<file path="config.mk">
export PLATFORM = sky130hd
export DESIGN_NAME = frs_top
export DESIGN_NICKNAME = d
export VERILOG_FILES = /design/src/core/frs_pkg.sv /design/src/core/frs_top.sv /design/src/core/frs_edge.sv /design/src/core/frs_timer.sv
export VERILOG_INCLUDE_DIRS = /design/src /design/src/core
export SDC_FILE = /design/constraint.sdc
export NUM_CORES = 1
export LEC_CHECK = 0
export ABC_AREA = 0
export BUFFER_PORTS_ARGS = -buffer_cell sky130_fd_sc_hd__buf_2
export CORE_ASPECT_RATIO = 0.9
export CORE_UTILIZATION = 44
export DETAILED_ROUTE_END_ITERATION = 10
export HOLD_SLACK_MARGIN = 0.02
export PLACE_DENSITY = 0.73
export SLEW_MARGIN = 20
export SYNTH_ARGS = -nofsm -noshare
export SYNTH_HDL_FRONTEND = slang
export SYNTH_HIERARCHICAL = 1
export SYNTH_SLANG_ARGS = --single-unit
</file>
<file path="constraint.sdc">
create_clock -name CORE_CLK -period 4.9 [get_ports CORE_CLK]
set_clock_uncertainty 0.15 [all_clocks]
set_input_delay 0.735 -clock CORE_CLK [delete_from_list [all_inputs] [get_ports CORE_CLK]]
set_output_delay 0.735 -clock CORE_CLK [all_outputs]
set_load 0.05 [all_outputs]
</file>
<file path="src/core/frs_map.svh">
// constants of the flash read and status block: offsets, codes, fields and timing
//
// Summary of operation
// - power-up places flash logic in read mode
// - after any reset both banks read array
// - primary answers identifier read; secondary does not
// - protection read returns 01h protected, 00h not
// - status: poll b7, toggle b6, error b5, window b3
// - big-endian 16-bit host gets status in upper byte
// - status at even address, readable without limit
// - program polling bit reads inverted, then true data
// - status valid after fourth/sixth write; host polls target
// - erase polling bit reads 0, then stored value
// - program into protected sector is discarded
// - all-protected erase: status zero ~100 us, no erase; here window b3 reads 1
// - toggle flips on every read of busy bank
// - toggling stops at end; host sees equal reads
// - error flag 0 normally, 1 on any failure
// - error on 0-to-1 program or internal timeout
// - host issues reset instruction; error flag then clears
// - completion visible by polling, toggle, ready/busy pin
// - bad byte or long gap returns to read mode
`ifndef FRS_MAP_SVH
`define FRS_MAP_SVH

// --------------------------------------------------------------------------
// widths and instruction coding
// --------------------------------------------------------------------------
`define FRS_AW 12
`define FRS_DW 16
`define FRS_NSEC 20
`define FRS_TMR_W 13
`define FRS_UNLK_ADDR1 12'h555
`define FRS_UNLK_ADDR2 12'hAAA
`define FRS_ID_ADDR 12'h001
`define FRS_PROT_ADDR 12'h002
`define FRS_CMD_UNLK1 8'hAA
`define FRS_CMD_UNLK2 8'h55
`define FRS_CMD_ID 8'h90
`define FRS_CMD_PROG 8'hA0
`define FRS_CMD_ERASE 8'h80
`define FRS_CMD_BULK 8'h10
`define FRS_CMD_SECTOR 8'h30
`define FRS_CMD_RESET 8'hF0
// arbitrary identifier value
`define FRS_ID_CODE 8'h5A
`define FRS_PRI_MASK 20'h0_FFFF
`define FRS_SEC_MASK 20'hF_0000

// --------------------------------------------------------------------------
// status byte fields
// --------------------------------------------------------------------------
`define FRS_POLL_BIT 7
`define FRS_TOG_BIT 6
`define FRS_FAIL_BIT 5
`define FRS_WIN_BIT 3

// --------------------------------------------------------------------------
// timing at a 10 MHz core clock
// --------------------------------------------------------------------------
`define FRS_CLK_MHZ 10
`define FRS_WIN_US 100
`define FRS_WIN_MARGIN_PCT 20
`define FRS_PROT_US 100
`define FRS_GAP_US 80
`define FRS_PROG_US 10
`define FRS_ERASE_US 300
`define FRS_WIN_CYC (`FRS_WIN_US * (100 + `FRS_WIN_MARGIN_PCT) * `FRS_CLK_MHZ / 100)
`define FRS_PROT_CYC (`FRS_PROT_US * `FRS_CLK_MHZ)
`define FRS_GAP_CYC (`FRS_GAP_US * `FRS_CLK_MHZ)
`define FRS_PROG_CYC (`FRS_PROG_US * `FRS_CLK_MHZ)
`define FRS_ERASE_CYC (`FRS_ERASE_US * `FRS_CLK_MHZ)

`endif

</file>
<file path="src/core/frs_pkg.sv">
// types shared by the flash read and status block
`include "frs_map.svh"

package frs_pkg;

    typedef enum logic [3:0] {
        FRS_READ, FRS_UNLK1, FRS_UNLK2, FRS_ID, FRS_PGM, FRS_ERA1, FRS_ERA2,
        FRS_ERA3, FRS_WIN, FRS_BUSY_PROG, FRS_BUSY_ERA, FRS_PROT, FRS_FAIL
    } frs_mode_t;

    typedef struct packed {
        logic prog;
        logic erase;
        logic [`FRS_AW-1:0] addr;
        logic [`FRS_DW-1:0] data;
        logic [`FRS_NSEC-1:0] sectors;
    } frs_array_cmd_t;

    typedef struct packed {
        frs_mode_t mode;
        logic bank;
        logic op_prog;
        logic fail;
        logic win_flag;
        logic toggle;
        logic [`FRS_NSEC-1:0] sectors;
        logic [`FRS_DW-1:0] pd;
        logic [`FRS_DW-1:0] dout;
        logic dout_oe_n;
        logic rdy;
        frs_array_cmd_t arr;
    } frs_state_t;

    typedef struct packed {
        logic [`FRS_TMR_W-1:0] cnt;
        logic done;
    } frs_tmr_state_t;

    typedef struct packed {
        logic prev;
    } frs_edge_state_t;

endpackage : frs_pkg

</file>
<file path="src/core/frs_top.sv">
// instruction decode, embedded-operation sequencing and status reads of the flash
`timescale 1ns/1ps
`include "frs_map.svh"

module frs_top
    import frs_pkg::*;
#(
    parameter int unsigned PROG_CYC = `FRS_PROG_CYC,
    parameter int unsigned ERASE_CYC = `FRS_ERASE_CYC,
    parameter int unsigned PROT_CYC = `FRS_PROT_CYC,
    parameter int unsigned WIN_CYC = `FRS_WIN_CYC,
    parameter int unsigned GAP_CYC = `FRS_GAP_CYC
)
(
    input wire logic CORE_CLK,
    input wire logic RESETN,
    input wire logic [`FRS_AW-1:0] HOST_ADDR,
    input wire logic [`FRS_DW-1:0] HOST_DIN,
    input wire logic [15:0] PRIMARY_SECTOR_SELECTS,
    input wire logic [3:0] SECONDARY_SECTOR_SELECTS,
    input wire logic STORE_STROBE_LOW,
    input wire logic READ_STROBE_LOW,
    input wire logic BIG_ENDIAN_HOST,
    input wire logic [`FRS_NSEC-1:0] SECTOR_PROTECT,
    input wire logic [`FRS_DW-1:0] ARRAY_RDATA,
    input wire logic ARRAY_FAIL,
    output logic [`FRS_DW-1:0] HOST_DOUT,
    output logic HOST_DOUT_OE_N,
    output logic READY_BUSY_PIN,
    output frs_array_cmd_t ARRAY_CMD
);

    // ----------------------------------------------------------------------
    // strobes, selects and timers
    // ----------------------------------------------------------------------
    frs_state_t s_reg;
    frs_state_t s_next;
    logic wr_fall;
    logic rd_fall;
    logic any_sel;
    logic sel_bank;
    logic wr_ok;
    logic rd_ok;
    logic prot_hit;
    logic [`FRS_NSEC-1:0] sel_vec;
    logic [7:0] cmd;
    logic op_load;
    logic [`FRS_TMR_W-1:0] op_val;
    logic op_done;
    logic win_load;
    logic win_done;
    logic gap_done;
    logic status_mode;

    frs_edge u_wr_edge (
        .clk(CORE_CLK),
        .rst_n(RESETN),
        .strobe_n(STORE_STROBE_LOW),
        .fall(wr_fall)
    );

    frs_edge u_rd_edge (
        .clk(CORE_CLK),
        .rst_n(RESETN),
        .strobe_n(READ_STROBE_LOW),
        .fall(rd_fall)
    );

    frs_timer u_op_tmr (
        .clk(CORE_CLK),
        .rst_n(RESETN),
        .load(op_load),
        .load_val(op_val),
        .busy(),
        .done(op_done)
    );

    frs_timer u_win_tmr (
        .clk(CORE_CLK),
        .rst_n(RESETN),
        .load(win_load),
        .load_val(`FRS_TMR_W'(WIN_CYC)),
        .busy(),
        .done(win_done)
    );

    // restarted by every write, so it measures the gap between instruction bytes
    frs_timer u_gap_tmr (
        .clk(CORE_CLK),
        .rst_n(RESETN),
        .load(wr_ok),
        .load_val(`FRS_TMR_W'(GAP_CYC)),
        .busy(),
        .done(gap_done)
    );

    assign sel_vec = {SECONDARY_SECTOR_SELECTS, PRIMARY_SECTOR_SELECTS};
    assign any_sel = |sel_vec;
    // primary wins if both banks are selected at once
    assign sel_bank = ~(|PRIMARY_SECTOR_SELECTS);
    assign wr_ok = wr_fall & any_sel;
    assign rd_ok = rd_fall & any_sel;
    assign prot_hit = |(sel_vec & SECTOR_PROTECT);
    assign cmd = HOST_DIN[7:0];
    assign status_mode = (s_reg.mode == FRS_WIN) || (s_reg.mode == FRS_BUSY_PROG)
        || (s_reg.mode == FRS_BUSY_ERA) || (s_reg.mode == FRS_PROT)
        || (s_reg.mode == FRS_FAIL);

    // ----------------------------------------------------------------------
    // next state
    // ----------------------------------------------------------------------
    always_comb
    begin
        logic start_erase;
        logic [`FRS_NSEC-1:0] unprot;
        logic [7:0] st;
        logic poll;
        start_erase = 1'b0;
        unprot = '0;
        st = '0;
        poll = 1'b0;
        s_next = s_reg;
        s_next.arr.prog = 1'b0;
        s_next.arr.erase = 1'b0;
        s_next.dout_oe_n = READ_STROBE_LOW | ~any_sel;
        op_load = 1'b0;
        op_val = '0;
        win_load = 1'b0;

        if (wr_ok)
        begin
            case (s_reg.mode)
                FRS_READ:
                begin
                    s_next.bank = sel_bank;
                    if (HOST_ADDR == `FRS_UNLK_ADDR1 && cmd == `FRS_CMD_UNLK1)
                        s_next.mode = FRS_UNLK1;
                end
                FRS_UNLK1:
                begin
                    if (HOST_ADDR == `FRS_UNLK_ADDR2 && cmd == `FRS_CMD_UNLK2)
                        s_next.mode = FRS_UNLK2;
                    else
                        s_next.mode = FRS_READ;
                end
                FRS_UNLK2:
                begin
                    s_next.mode = FRS_READ;
                    if (HOST_ADDR == `FRS_UNLK_ADDR1)
                    begin
                        if (cmd == `FRS_CMD_ID)
                            s_next.mode = FRS_ID;
                        else if (cmd == `FRS_CMD_PROG)
                            s_next.mode = FRS_PGM;
                        else if (cmd == `FRS_CMD_ERASE)
                            s_next.mode = FRS_ERA1;
                    end
                end
                FRS_PGM:
                begin
                    if (prot_hit)
                        s_next.mode = FRS_READ;
                    else
                    begin
                        s_next.mode = FRS_BUSY_PROG;
                        s_next.op_prog = 1'b1;
                        s_next.pd = HOST_DIN;
                        s_next.arr.addr = HOST_ADDR;
                        s_next.arr.data = HOST_DIN;
                        s_next.fail = |(HOST_DIN & ~ARRAY_RDATA);
                        s_next.toggle = 1'b0;
                        op_load = 1'b1;
                        op_val = `FRS_TMR_W'(PROG_CYC);
                    end
                end
                FRS_ERA1:
                    s_next.mode = (HOST_ADDR == `FRS_UNLK_ADDR1 && cmd == `FRS_CMD_UNLK1)
                        ? FRS_ERA2 : FRS_READ;
                FRS_ERA2:
                    s_next.mode = (HOST_ADDR == `FRS_UNLK_ADDR2 && cmd == `FRS_CMD_UNLK2)
                        ? FRS_ERA3 : FRS_READ;
                FRS_ERA3:
                begin
                    s_next.mode = FRS_READ;
                    if (HOST_ADDR == `FRS_UNLK_ADDR1 && cmd == `FRS_CMD_BULK)
                    begin
                        s_next.sectors = s_reg.bank ? `FRS_SEC_MASK : `FRS_PRI_MASK;
                        start_erase = 1'b1;
                    end
                    else if (cmd == `FRS_CMD_SECTOR)
                    begin
                        s_next.mode = FRS_WIN;
                        s_next.sectors = sel_vec;
                        s_next.win_flag = 1'b0;
                        // a stale program target would otherwise steer the polling bit
                        s_next.op_prog = 1'b0;
                        s_next.toggle = 1'b0;
                        win_load = 1'b1;
                    end
                end
                FRS_WIN:
                begin
                    if (cmd == `FRS_CMD_SECTOR)
                    begin
                        s_next.sectors = s_reg.sectors | sel_vec;
                        s_next.win_flag = 1'b1;
                        win_load = 1'b1;
                    end
                    else
                        s_next.mode = FRS_READ;
                end
                FRS_ID:
                    s_next.mode = FRS_READ;
                FRS_FAIL:
                begin
                    if (cmd == `FRS_CMD_RESET)
                    begin
                        s_next.mode = FRS_READ;
                        s_next.fail = 1'b0;
                    end
                end
                default:
                    s_next.mode = s_reg.mode;
            endcase
        end

        // a quiet bus between instruction bytes abandons the sequence
        if (gap_done && (s_reg.mode == FRS_UNLK1 || s_reg.mode == FRS_UNLK2
            || s_reg.mode == FRS_PGM || s_reg.mode == FRS_ERA1
            || s_reg.mode == FRS_ERA2 || s_reg.mode == FRS_ERA3))
            s_next.mode = FRS_READ;

        if (win_done && s_reg.mode == FRS_WIN && !win_load)
            start_erase = 1'b1;

        if (start_erase)
        begin
            unprot = s_next.sectors & ~SECTOR_PROTECT;
            s_next.op_prog = 1'b0;
            s_next.toggle = 1'b0;
            s_next.win_flag = 1'b1;
            op_load = 1'b1;
            if (unprot == '0)
            begin
                s_next.mode = FRS_PROT;
                op_val = `FRS_TMR_W'(PROT_CYC);
            end
            else
            begin
                s_next.mode = FRS_BUSY_ERA;
                s_next.arr.erase = 1'b1;
                s_next.arr.sectors = unprot;
                op_val = `FRS_TMR_W'(ERASE_CYC);
            end
        end

        // internal failure wins over any clear in the same cycle
        if (ARRAY_FAIL && (s_reg.mode == FRS_BUSY_PROG || s_reg.mode == FRS_BUSY_ERA))
            s_next.fail = 1'b1;

        if (op_done)
        begin
            case (s_reg.mode)
                FRS_BUSY_PROG:
                begin
                    if (s_next.fail)
                        s_next.mode = FRS_FAIL;
                    else
                    begin
                        s_next.mode = FRS_READ;
                        s_next.arr.prog = 1'b1;
                    end
                end
                FRS_BUSY_ERA:
                    s_next.mode = s_next.fail ? FRS_FAIL : FRS_READ;
                FRS_PROT:
                    s_next.mode = FRS_READ;
                default:
                    s_next.mode = s_next.mode;
            endcase
        end

        if (rd_ok)
        begin
            if (status_mode && sel_bank == s_reg.bank)
            begin
                if (s_reg.op_prog)
                    poll = ~(BIG_ENDIAN_HOST ? s_reg.pd[15] : s_reg.pd[7]);
                else
                    poll = 1'b0;
                if (s_reg.mode != FRS_PROT)
                    s_next.toggle = ~s_reg.toggle;
                st[`FRS_POLL_BIT] = poll;
                st[`FRS_TOG_BIT] = s_next.toggle;
                st[`FRS_FAIL_BIT] = s_reg.fail;
                st[`FRS_WIN_BIT] = s_reg.win_flag;
                s_next.dout = BIG_ENDIAN_HOST ? {st, 8'h00} : {8'h00, st};
            end
            else if (s_reg.mode == FRS_ID && HOST_ADDR == `FRS_ID_ADDR && !sel_bank)
                s_next.dout = {8'h00, `FRS_ID_CODE};
            else if (s_reg.mode == FRS_ID && HOST_ADDR == `FRS_PROT_ADDR)
                s_next.dout = {15'h0000, prot_hit};
            else
                s_next.dout = ARRAY_RDATA;
        end

        s_next.rdy = !(s_next.mode == FRS_WIN || s_next.mode == FRS_BUSY_PROG
            || s_next.mode == FRS_BUSY_ERA || s_next.mode == FRS_PROT);
    end

    // every path out of reset lands in plain array reads
    always_ff @(posedge CORE_CLK or negedge RESETN)
    begin
        if (!RESETN)
        begin
            s_reg <= '0;
            s_reg.mode <= FRS_READ;
            s_reg.dout_oe_n <= 1'b1;
            s_reg.rdy <= 1'b1;
        end
        else
            s_reg <= s_next;
    end

    assign HOST_DOUT = s_reg.dout;
    assign HOST_DOUT_OE_N = s_reg.dout_oe_n;
    assign READY_BUSY_PIN = s_reg.rdy;
    assign ARRAY_CMD = s_reg.arr;
endmodule : frs_top

</file>
<file path="src/core/frs_edge.sv">
// falling-edge detector for an active-low strobe
`timescale 1ns/1ps

module frs_edge
    import frs_pkg::*;
(
    input wire logic clk,
    input wire logic rst_n,
    input wire logic strobe_n,
    output logic fall
);

    frs_edge_state_t s_reg;
    frs_edge_state_t s_next;

    always_comb
    begin
        s_next.prev = strobe_n;
    end

    // idle level is high, so a strobe held high through power-up gives no edge
    always_ff @(posedge clk or negedge rst_n)
    begin
        if (!rst_n)
            s_reg <= '{prev: 1'b1};
        else
            s_reg <= s_next;
    end

    assign fall = s_reg.prev & ~strobe_n;

endmodule : frs_edge

</file>
<file path="src/core/frs_timer.sv">
// loadable down-counter with a one-cycle done pulse
`timescale 1ns/1ps

module frs_timer
    import frs_pkg::*;
(
    input wire logic clk,
    input wire logic rst_n,
    input wire logic load,
    input wire logic [`FRS_TMR_W-1:0] load_val,
    output logic busy,
    output logic done
);

    frs_tmr_state_t s_reg;
    frs_tmr_state_t s_next;

    always_comb
    begin
        s_next = s_reg;
        s_next.done = 1'b0;
        if (load)
            s_next.cnt = load_val;
        else if (s_reg.cnt != '0)
        begin
            s_next.cnt = s_reg.cnt - `FRS_TMR_W'(1);
            s_next.done = (s_reg.cnt == `FRS_TMR_W'(1));
        end
    end

    always_ff @(posedge clk or negedge rst_n)
    begin
        if (!rst_n)
            s_reg <= '0;
        else
            s_reg <= s_next;
    end

    assign busy = (s_reg.cnt != '0);
    assign done = s_reg.done;

endmodule : frs_timer

</file>
# --- After elaboration in Yosys (flattened, before gate mapping) ---
# Cells that the tools add are included.
word_totals:
  ff_bits: 141
  in_bits: 90
  wordCells: 212
classes:
  addsub: 3
  n_eq_ne: 37
  mux: 83
  bitwise: 19
  n_reduce_logical: 47
op_table:
  columns: ["cell", "n"]
  rows:
  - ["$mux W16", 6]
  - ["$mux W20", 3]
  - ["$mux W13", 4]
  - ["$mux W45", 1]
  - ["$mux W14", 3]
  - ["$and A20 B20 Y20", 2]
  - ["$eq A8 B8 Y1 const B", 5]
  - ["$mux W4", 10]
  - ["$pmux W20 S2", 1]
  - ["$pmux W4 S10", 1]
  - ["$reduce_or A20 Y1", 2]
  - ["$eq A13 B1 Y1 const B", 3]
  - ["$reduce_bool A13 Y1", 3]
  - ["$sub A13 B1 Y13 const B", 3]
  - ["$eq A4 B4 Y1 const B", 9]
  - ["$mux W1", 33]
  - ["$reduce_or A16 Y1", 2]
  - ["$mux W22", 1]
  - ["$mux W7", 3]
  - ["$logic_not A20 Y1", 1]
  - ["$not A20 Y20", 1]
  - ["$or A20 B20 Y20", 1]
  - ["$mux W3", 6]
  - ["$and A16 B16 Y16", 1]
  - ["31 further kinds", 84]

# --- Logic depth before layout (Yosys ltp) ---
# Gate-level depths: netlist of the first run.
logic_depth:
  depth_word: 18
  mapped_depth: 14
  depth_no_buf: 12

# --- Cells and area by module ---
# The synthesis of the first run kept the hierarchy.
modules_own_cells:
  columns: ["module", "instances", "cells_each", "area_per_inst_um2"]
  rows:
  - ["frs_top", 1, 667, 5716.7]
  - ["frs_timer", 3, 97, 897.1]
  - ["frs_edge", 2, 2, 40.0]

# --- Least setup slack after synthesis of the first run ---
# Ideal clock, no wire load.
synth_timing:
  kind: "input port to flip-flop"
  start: "in HOST_DIN[1]"
  end: "reg u_op_tmr/s_reg[12] (netlist bit)"
  arrival_time_ns: 3.687
  required_ns: 4.625
  path_slack_ns: 0.938
  cell_stages: 11
  path_buffers: 1
  cell_sequence: "or4_4 nor4_4 a21oi_1 or2_1 a32o_1 or4_1 or4_4 o21ai_4 buf_6 inv_1 mux2_2"
synth_between:
  elab_chain_cells: 10
  word_cells_on_any_way: 25
  classes_between: "eq/ne (2); mux (17); bitwise (1); reduce/logical (5)"
synth_rtl:
  columns: ["item", "line_no", "text"]
  rows:
  - ["start: declaration", "frs_top.sv:18", "input wire logic [`FRS_DW-1:0] HOST_DIN,"]
  - ["$eq A8 B6 Y1 (no source line) or $eq A8 B5 Y1 (tied branches)", null, null]
  - ["$mux W22 (tied with other cells)", "frs_top.sv:190", "else if (cmd == `FRS_CMD_SECTOR)"]
  - ["$mux W20 or $mux W1 (tied branches)", "frs_top.sv:185", "if (HOST_ADDR == `FRS_UNLK_ADDR1 && cmd == `FRS_CMD_BULK)"]
  - ["$pmux W20 S2 or $pmux W1 S2 (tied branches)", "frs_top.sv:132", "case (s_reg.mode)"]
  - ["$mux W45 or $mux W1 (tied branches)", "frs_top.sv:130", "if (wr_ok)"]
  - ["$and A20 B20 Y20 or $logic_not A1 Y1 (tied branches)", "frs_top.sv:238, frs_top.sv:233", null]
  - ["$logic_not A20 Y1 or $logic_and A1 B1 Y1 (tied branches)", "frs_top.sv:243, frs_top.sv:233", null]
  - ["$mux W12 or $mux W1 (tied branches)", "frs_top.sv:243, frs_top.sv:233", null]
  - ["$mux W13 *", "frs_top.sv:236", "if (start_erase)"]
  - ["net op_val[11]", "frs_top.sv:48", "logic [`FRS_TMR_W-1:0] op_val;"]
  - ["$mux W13 *", "frs_timer.sv:22", "if (load)"]
  - ["end signal: assignment", "frs_timer.sv:36", "s_reg <= s_next;"]
  - ["end: declaration", "frs_timer.sv:15", "frs_tmr_state_t s_reg;"]
# Mark *: on every way through the listed nets, which the timed path passes. The rest lies on a longest branch. The select of a mux whose other input is x is not followed.
# A chain may end at the register's enable or synchronous reset.

# --- Worst setup path in the final report of the first run ---
layout_timing:
  start: "reg s_reg[110] (netlist bit)"
  end: "reg u_op_tmr/s_reg[12] (netlist bit)"
layout_between:
  elab_chain_cells: 8
  word_cells_on_any_way: 22
  classes_between: "eq/ne (3); mux (13); bitwise (1); reduce/logical (5)"
layout_rtl:
  columns: ["item", "line_no", "text"]
  rows:
  - ["start: declaration", "frs_top.sv:36", "frs_state_t s_reg;"]
  - ["start signal: assignment", "frs_top.sv:322", "s_reg <= s_next;"]
  - ["$eq A4 B4 Y1 or $eq A4 B3 Y1 (tied branches)", "frs_top.sv:132, frs_top.sv:233", null]
  - ["$pmux W20 S2 or $pmux W1 S2 (tied branches)", "frs_top.sv:132", null]
  - ["$mux W45 or $mux W1 (tied branches)", "frs_top.sv:130", null]
  - ["$and A20 B20 Y20 or $logic_not A1 Y1 (tied branches)", "frs_top.sv:238, frs_top.sv:233", null]
  - ["$logic_not A20 Y1 or $logic_and A1 B1 Y1 (tied branches)", "frs_top.sv:243, frs_top.sv:233", null]
  - ["$mux W12 or $mux W1 (tied branches)", "frs_top.sv:243, frs_top.sv:233", null]
  - ["$mux W13 *", "frs_top.sv:236", null]
  - ["net op_val[11]", "frs_top.sv:48", null]
  - ["$mux W13 *", "frs_timer.sv:22", null]
# Marked as above.

==> metrics.txt, run 1 <==
# TYPE chip_impl_metric gauge
chip_impl_info{name="result_of_the_run",value="finished clean"} 1
chip_impl_metric{name="grt_pass1_vias",unit=""} 7202
chip_impl_metric{name="grt_first_pass_wirelength",unit="mm"} 37.9
chip_impl_metric{name="finalSetupTns",unit="ns"} 0
chip_impl_metric{name="post-route-worst-setup-slack",unit="ns"} 0.694
chip_impl_metric{name="cts-buffers-inserted",unit=""} 17
chip_impl_metric{name="die-width",unit="microns"} 148
chip_impl_metric{name="dpl_cell_area",unit="sq um"} 9200
chip_impl_metric{name="power.internal",unit="mW"} 2.62
chip_impl_metric{name="worst_slew_pin_slew",unit="ns"} 0.968
chip_impl_metric{name="clk_latency",unit="ns"} 0.43
chip_impl_metric{name="clk_transition_reported_paths",unit="ns"} 0.06
chip_impl_info{name="min-delay-path-class",value="in -> async"} 1
chip_impl_metric{name="cts.path.max_buffers",unit=""} 2
chip_impl_metric{name="report.final.hold_viol_count",unit=""} 0
chip_impl_metric{name="core_util_final",unit="%"} 52.8
chip_impl_metric{name="power.share.switching",unit="%"} 36.4
chip_impl_info{name="timing_worst_setup_path_type",value="reg -> reg"} 1
chip_impl_metric{name="die_h",unit="microns"} 134
chip_impl_metric{name="synth_area",unit="sq um"} 8490
chip_impl_metric{name="first_iteration_detailed_routing_drc_count",unit=""} 656
chip_impl_metric{name="finalPower",unit="mW"} 4.12
chip_impl_metric{name="gp_routability_congestion",unit=""} 0.923
chip_impl_metric{name="hpwlAfterDp",unit="mm"} 17.0
chip_impl_metric{name="ant_nets",unit=""} 0
chip_impl_metric{name="combinational_group_share_of_total_power",unit="%"} 29.0
chip_impl_metric{name="net-switching-power",unit="mW"} 1.50
chip_impl_metric{name="synth.distinct_cells",unit=""} 79
chip_impl_info{name="most-common-layout-cells",value="nand2_1, buf_2, dfrtp_1"} 1
chip_impl_info{name="post-synth-top-area-cell",value="dfrtp_1"} 1
chip_impl_metric{name="synth_seq_area_share",unit="%"} 41.6
chip_impl_metric{name="ctsHtreeMaxLevel",unit=""} 4
chip_impl_metric{name="routed_wl",unit="mm"} 23.6
chip_impl_metric{name="detail_route.first_pass.iterations",unit=""} 5
chip_impl_metric{name="maximum_achievable_frequency",unit="MHz"} 238
chip_impl_metric{name="timing.critical_path.fanout_max",unit=""} 13
chip_impl_metric{name="post_route_cells_drive_above_1_share",unit="%"} 23.6
chip_impl_metric{name="post_cts.repair.setup_buffers",unit=""} 0
chip_impl_metric{name="largest_register_ffs",unit=""} 50
chip_impl_metric{name="io_buffer_count",unit=""} 157
chip_impl_info{name="rr_startpoint",value="s_reg[110]"} 1
chip_impl_metric{name="pwr_density_cell",unit="nW/um^2"} 419
chip_impl_info{name="synth_top_cells_by_area",value="dfrtp_1, nand2_1, buf_4"} 1
chip_impl_info{name="dominantRegCellSynth",value="dfrtp_1"} 1
chip_impl_metric{name="cts_resized",unit=""} 0
chip_impl_info{name="startpoint_type",value="flip-flop"} 1
chip_impl_metric{name="met2RoutedLength",unit="mm"} 10.6
chip_impl_metric{name="floorplan.initialDensity",unit="%"} 45.5
chip_impl_metric{name="postSynthRegisterBits",unit=""} 141
chip_impl_metric{name="drc",unit=""} 0
chip_impl_metric{name="r2r_setup_slack",unit="ns"} 0.69
chip_impl_metric{name="wl_per_cell",unit="microns"} 17.6
chip_impl_metric{name="grt_usage",unit="%"} 24.5
chip_impl_metric{name="wire_length_on_met1",unit="mm"} 10.6
chip_impl_metric{name="min_period_over_period",unit="%"} 85.8
chip_impl_metric{name="vias",unit=""} 7633
chip_impl_metric{name="maxCapViolCount",unit=""} 0
chip_impl_metric{name="final_period_demand_of_the_worst_path",unit="ns"} 4.21
chip_impl_metric{name="areaGrowthSynthToFinish",unit="%"} 15.9
chip_impl_info{name="crit-reg2reg-capture",value="u_op_tmr/s_reg[12]"} 1
chip_impl_metric{name="synthArstFlopShare",unit="%"} 100
chip_impl_metric{name="critical_path_required",unit="ns"} 5.06
chip_impl_metric{name="reg2regPathDepth",unit=""} 10
chip_impl_metric{name="die-area",unit="sq um"} 19900
chip_impl_metric{name="dr_wl_met3",unit="mm"} 1.93
chip_impl_metric{name="fillCellCount",unit=""} 1737
chip_impl_metric{name="synth_top_cell_area_share",unit="%"} 40.4
chip_impl_metric{name="cts.sinks",unit=""} 141
chip_impl_info{name="crit_path_end_kind",value="flip-flop"} 1
chip_impl_info{name="grt_setup_unrepaired",value="no"} 1
chip_impl_metric{name="max-slew-margin-rel",unit="%"} 35.5
chip_impl_metric{name="finalInstanceArea",unit="sq um"} 9840
chip_impl_metric{name="cellLeakagePower",unit="nW"} 4.70
chip_impl_info{name="cts_tree",value="yes"} 1
chip_impl_metric{name="worst_ep_arrival_time",unit="ns"} 4.37
chip_impl_metric{name="synth_enable_flop_cells",unit=""} 0
chip_impl_metric{name="post_synth.cell_area_avg",unit="sq um"} 8.82
chip_impl_metric{name="layout.nets",unit=""} 1184
chip_impl_metric{name="number_of_antenna_violations_at_the_first_check_in_global_routing",unit=""} 0
chip_impl_metric{name="coreArea",unit="sq um"} 18600
chip_impl_metric{name="setup-violations-final",unit=""} 0
chip_impl_metric{name="timing.final.max_slew_violations",unit=""} 0
chip_impl_info{name="mostFrequentLayoutCell",value="nand2_1"} 1
chip_impl_metric{name="yosys_warnings",unit=""} 6
chip_impl_metric{name="power_frac_seq",unit="%"} 37.2
chip_impl_metric{name="drt-vias-per-instance",unit=""} 5.69
chip_impl_metric{name="grt_overflow",unit=""} 0
chip_impl_info{name="highest_layer",value="met4"} 1
chip_impl_info{name="cts-root-buf",value="clkbuf_16"} 1
chip_impl_metric{name="holdBufCountCts",unit=""} 0
chip_impl_metric{name="detailedPlace.worstSlack",unit="ns"} 0.444
chip_impl_metric{name="ioPinCount",unit=""} 158
chip_impl_metric{name="antenna_cells_inserted",unit=""} 0
chip_impl_metric{name="largest_net_degree_at_the_start_of_global_routing",unit=""} 114
chip_impl_metric{name="power.ir.vdd_worst",unit="uV"} 250
chip_impl_metric{name="syn-instance-count",unit=""} 962
chip_impl_metric{name="rows",unit=""} 47
chip_impl_metric{name="pwr-share-clk",unit="%"} 33.8
synth_stat cells, types with 5 or more instances:
cell and n:
o311ai_0 6, o31ai_1 12, dfrtp_1 137, o41ai_1 7
clkbuf_1 30, o21a_1 5, ha_1 9, a22oi_1 14
a22o_1 12, o21ai_0 50, nand3_1 31, inv_1 49
buf_4 66, a21o_1 11, a32oi_1 5, xor2_1 5
nor4_1 10, nor2_1 40, a31oi_1 7, o22ai_1 12
nor3_1 19, nand2b_1 9, nor2b_1 20, or4_1 9
o211ai_1 6, nand4_1 16, a21oi_1 45, a221oi_1 12
nand2_1 175, mux2_2 8, mux2i_1 6, xnor2_1 7
o21ai_1 6, mux2_1 5
power by group through the flow:
stage                     clock (mW)  sequential, mW  combinational [mW]
final                           1.39            1.53                1.20
after global routing            1.46            1.56                1.31
after CTS                       1.41            1.53                1.18
after detailed placement           0            1.55                1.18
after global placement             0            1.54                1.16
after floorplan                    0            1.53               0.910
stage by stage:
stage                     std cells  hold slack, ns
after floorplan                 990           0.283
after global placement         1310           0.295
after detailed placement       1310           0.300
after CTS                      1341           0.267
after global routing           1342           0.267
final                          1342           0.225
logic make-up (layout without fill, tap and decap cells):
group / after synthesis / in the layout / share of synthesized area, %
AOI/OAI and AO/OA: 235 / 235 / 18.7
xor gates and xnor gates: 12 / 12 / 1.24
adders and majority gates: 9 / 9 / 1.33
buffers and inverters: 156 / 263 / 10.1
DFF: 141 / 141 / 41.6
muxes: 19 / 19 / 2.43
other: 2 / 30 / 0.0885
and+or+nand+nor: 388 / 388 / 24.5
worst max path at each step:
stage	start	cells past startpoint	slack, ns	to
after floorplan	HOST_DIN[1]	11	0.94	u_op_tmr/s_reg[12]
after global placement	HOST_DIN[1]	11	0.53	u_op_tmr/s_reg[12]
after global routing	s_reg[110]	10	0.46	u_op_tmr/s_reg[12]
after detailed placement	HOST_DIN[1]	12	0.44	u_op_tmr/s_reg[12]
after CTS	s_reg[110]	10	0.75	u_op_tmr/s_reg[12]
final	s_reg[110]	10	0.69	u_op_tmr/s_reg[12]
critical path: stages, from the launching register on:
cell and delay, ns:
dfrtp_1 0.39, or4b_1 0.74, a21boi_2 0.21, a21boi_2 0.35, nand2_1 0.19, o221a_2 0.32
or4_1 0.52, or4_4 0.44, o21ai_4 0.37, inv_1 0.12, mux2_2 0.28
routing by layer:
layer  track usage, %  vias to the layer above
met5                0                        -
met4             8.93                        0
met1             34.3                     3637
li1                 -                     3590
met3             4.76                       40
met2             37.6                      366
layout make-up:
| class | count | area, sq um | area share [%] |
|---|---|---|---|
| tap | 245 | 307 | 3.11 |
| timing repair buffer | 179 | 967 | 9.83 |
| multi-input combinational | 693 | 4200 | 42.7 |
| clock inverter | 9 | 133 | 1.35 |
| sequential | 141 | 3530 | 35.9 |
| clock buffer | 22 | 494 | 5.02 |
| inverter | 53 | 206 | 2.10 |
Note: power is estimated with default switching activity, not from simulation.
==> run 2: changes to the inputs <==
- CTS_BUF_LIST: default -> sky130_fd_sc_hd__clkbuf_8
==> run 2 against run 1 <==
  * Critical path type unchanged
  * Flip-flop and latch count did not move
  * Setup slack improved by 0.029 ns
  * Sequential share of layout area increased by 0.71 points
  * Die area did not move
  * Hold slack got worse by 0.0097 ns
  * Global-route usage decreased by 0.13 points
  * Highest routed layer unchanged
  * Clock power fell by 24%
  * Non-clock buffer count stayed put
  * Via count is 0.26% lower
  * Critical endpoint unchanged
==> metrics.txt, run 2 (same netlist as run 1, synthesis figures left out) <==
# TYPE chip_impl_metric gauge
chip_impl_metric{name="rows",unit=""} 47
chip_impl_metric{name="routed_wl",unit="mm"} 23.5
chip_impl_metric{name="maxCapViolCount",unit=""} 0
chip_impl_metric{name="number_of_antenna_violations_at_the_first_check_in_global_routing",unit=""} 0
chip_impl_metric{name="finalSetupTns",unit="ns"} 0
chip_impl_metric{name="largest_net_degree_at_the_start_of_global_routing",unit=""} 114
chip_impl_metric{name="gp_routability_congestion",unit=""} 0.923
chip_impl_info{name="path_cells",value="or4b_1 > a21boi_2 > a21boi_2 > nand2_1 > o221a_2 > or4_1 > or4_4 > o21ai_4 > inv_1 > mux2_2"} 1
chip_impl_metric{name="cts.sinks",unit=""} 141
chip_impl_metric{name="critical_path.n_buffers_inverters",unit=""} 1
chip_impl_metric{name="io_buffer_count",unit=""} 157
chip_impl_metric{name="final_period_demand_of_the_worst_path",unit="ns"} 4.18
chip_impl_metric{name="post_route_cells_drive_above_1_share",unit="%"} 23.6
chip_impl_info{name="most-common-layout-cells",value="nand2_1, buf_2, dfrtp_1"} 1
chip_impl_metric{name="power.ir.vdd_worst",unit="uV"} 188
chip_impl_metric{name="critical_path.max_stage_delay",unit="ns"} 0.74
chip_impl_metric{name="clk_latency",unit="ns"} 0.47
chip_impl_metric{name="grt_pass1_vias",unit=""} 7173
chip_impl_metric{name="power.share.switching",unit="%"} 38.5
chip_impl_info{name="cts_tree",value="yes"} 1
chip_impl_metric{name="report.final.hold_viol_count",unit=""} 0
chip_impl_metric{name="critical_path_required",unit="ns"} 5.10
chip_impl_metric{name="ant_nets",unit=""} 0
chip_impl_info{name="result_of_the_run",value="finished clean"} 1
chip_impl_metric{name="cts.path.max_buffers",unit=""} 2
chip_impl_info{name="critPathSlowestCell",value="or4b_1"} 1
chip_impl_metric{name="pwr-share-clk",unit="%"} 27.9
chip_impl_metric{name="net-switching-power",unit="mW"} 1.45
chip_impl_metric{name="min_period_over_period",unit="%"} 85.2
chip_impl_metric{name="worst_ep_arrival_time",unit="ns"} 4.38
chip_impl_metric{name="multi_input_comb_area",unit="sq um"} 4200
chip_impl_metric{name="grt_first_pass_wirelength",unit="mm"} 37.7
chip_impl_metric{name="power_frac_seq",unit="%"} 40.5
chip_impl_info{name="cts-root-buf",value="clkbuf_8"} 1
chip_impl_metric{name="final.hold.worst_slack",unit="ns"} 0.215
chip_impl_metric{name="clk_transition_reported_paths",unit="ns"} 0.08
chip_impl_metric{name="layout.nets",unit=""} 1184
chip_impl_metric{name="antenna_cells_inserted",unit=""} 0
chip_impl_metric{name="grt_overflow",unit=""} 0
chip_impl_metric{name="die-width",unit="microns"} 148
chip_impl_info{name="mostFrequentLayoutCell",value="nand2_1"} 1
chip_impl_metric{name="maximum_achievable_frequency",unit="MHz"} 239
chip_impl_info{name="grt_setup_unrepaired",value="no"} 1
chip_impl_info{name="crit_path_end_kind",value="flip-flop"} 1
chip_impl_metric{name="drt-vias-per-instance",unit=""} 5.67
chip_impl_metric{name="post_cts.repair.setup_buffers",unit=""} 0
chip_impl_metric{name="largest_register_ffs",unit=""} 50
chip_impl_metric{name="hpwlAfterDp",unit="mm"} 17.0
chip_impl_metric{name="coreArea",unit="sq um"} 18600
chip_impl_metric{name="power.internal",unit="mW"} 2.32
chip_impl_metric{name="max-slew-margin-rel",unit="%"} 37.1
chip_impl_metric{name="areaGrowthSynthToFinish",unit="%"} 13.7
chip_impl_metric{name="timing.final.max_slew_violations",unit=""} 0
chip_impl_metric{name="fillCellCount",unit=""} 1753
chip_impl_metric{name="cts_resized",unit=""} 0
chip_impl_metric{name="cts-buffers-inserted",unit=""} 17
chip_impl_metric{name="die_h",unit="microns"} 134
chip_impl_info{name="min-delay-path-class",value="in -> async"} 1
chip_impl_info{name="critPathTopFamily",value="simple AND/OR/NAND/NOR gates"} 1
chip_impl_metric{name="drc",unit=""} 0
chip_impl_metric{name="wl_per_cell",unit="microns"} 17.5
chip_impl_metric{name="floorplan.initialDensity",unit="%"} 45.5
chip_impl_metric{name="ctsHtreeMaxLevel",unit=""} 4
chip_impl_metric{name="grt_usage",unit="%"} 24.4
chip_impl_info{name="crit_top_cell",value="a21boi_2"} 1
chip_impl_info{name="timing_worst_setup_path_type",value="reg -> reg"} 1
chip_impl_info{name="startpoint_type",value="flip-flop"} 1
chip_impl_metric{name="ioPinCount",unit=""} 158
chip_impl_metric{name="detail_route.first_pass.iterations",unit=""} 5
chip_impl_metric{name="timing.critical_path.fanout_max",unit=""} 13
chip_impl_metric{name="combinational_group_share_of_total_power",unit="%"} 31.6
chip_impl_metric{name="die-area",unit="sq um"} 19900
chip_impl_metric{name="setup-violations-final",unit=""} 0
chip_impl_metric{name="first_iteration_detailed_routing_drc_count",unit=""} 656
chip_impl_metric{name="ff_latch_area",unit="sq um"} 3530
chip_impl_metric{name="worst_slew_pin_slew",unit="ns"} 0.943
chip_impl_metric{name="pwr_density_cell",unit="nW/um^2"} 391
chip_impl_metric{name="cellLeakagePower",unit="nW"} 4.62
chip_impl_metric{name="vias",unit=""} 7613
chip_impl_metric{name="holdBufCountCts",unit=""} 0
## run 2: cell counts in the layout (fill, tap and decap cells not counted)
Identical to the previous run, type by type.
## run 2: worst paths after layout
kind                             startpoint                  to  slack, ns  depth (start not counted)
setup / recovery                 s_reg[109]  u_op_tmr/s_reg[12]       0.72                         10
hold / removal                       RESETN        HOST_DOUT[3]       0.22                          1
setup reg to reg                 s_reg[109]  u_op_tmr/s_reg[12]       0.72                         10
hold reg to reg               ARRAY_CMD[20]       ARRAY_CMD[20]       0.31                          2
max in group asynchronous            RESETN       ARRAY_CMD[47]       3.43                          2
min in group CORE_CLK      STORE_STROBE_LOW     u_wr_edge/s_reg       0.24                          1
## run 2: power by group through the flow
stage          Sequential [mW]  Clock [mW]  Combinational, mW
2_1_floorplan             1.53           0              0.910
3_3_place_gp              1.54           0               1.16
3_5_place_dp              1.55           0               1.18
4_1_cts                   1.53        1.07               1.18
5_1_grt                   1.56        1.12               1.30
6_report                  1.53        1.05               1.19
## run 2: cell type report
type	count	share of cell area, %
clock buffers	22	3.14
clock inverters	9	1.37
inverters	53	2.14
multi-input cells	693	43.5
flip-flops and latches	141	36.6
well taps	245	3.18
repair buffers	179	10.0
## run 2: metal layers
layer / vias up / track usage, % / routed length, microns
met2: 337 / 37.1 / 10400
li1: 3583 / - / -
met1: 3643 / 34.4 / 10700
met5: - / 0 / 0
met4: 0 / 8.48 / 517
met3: 50 / 4.93 / 1790
## run 2: through the flow
step | utilization [%] | area (sq um) | std cells | setup WS [ns] | total power [mW]
finish | 51.8 | 9650 | 1342 | 0.723 | 3.77
global route | 51.8 | 9650 | 1342 | 0.459 | 3.98
CTS | 51.7 | 9630 | 1341 | 0.751 | 3.78
detailed placement | 49.3 | 9200 | 1310 | 0.444 | 2.72
global placement | 49.3 | 9200 | 1310 | 0.525 | 2.70
floorplan | - | 8590 | 990 | 0.938 | 2.44
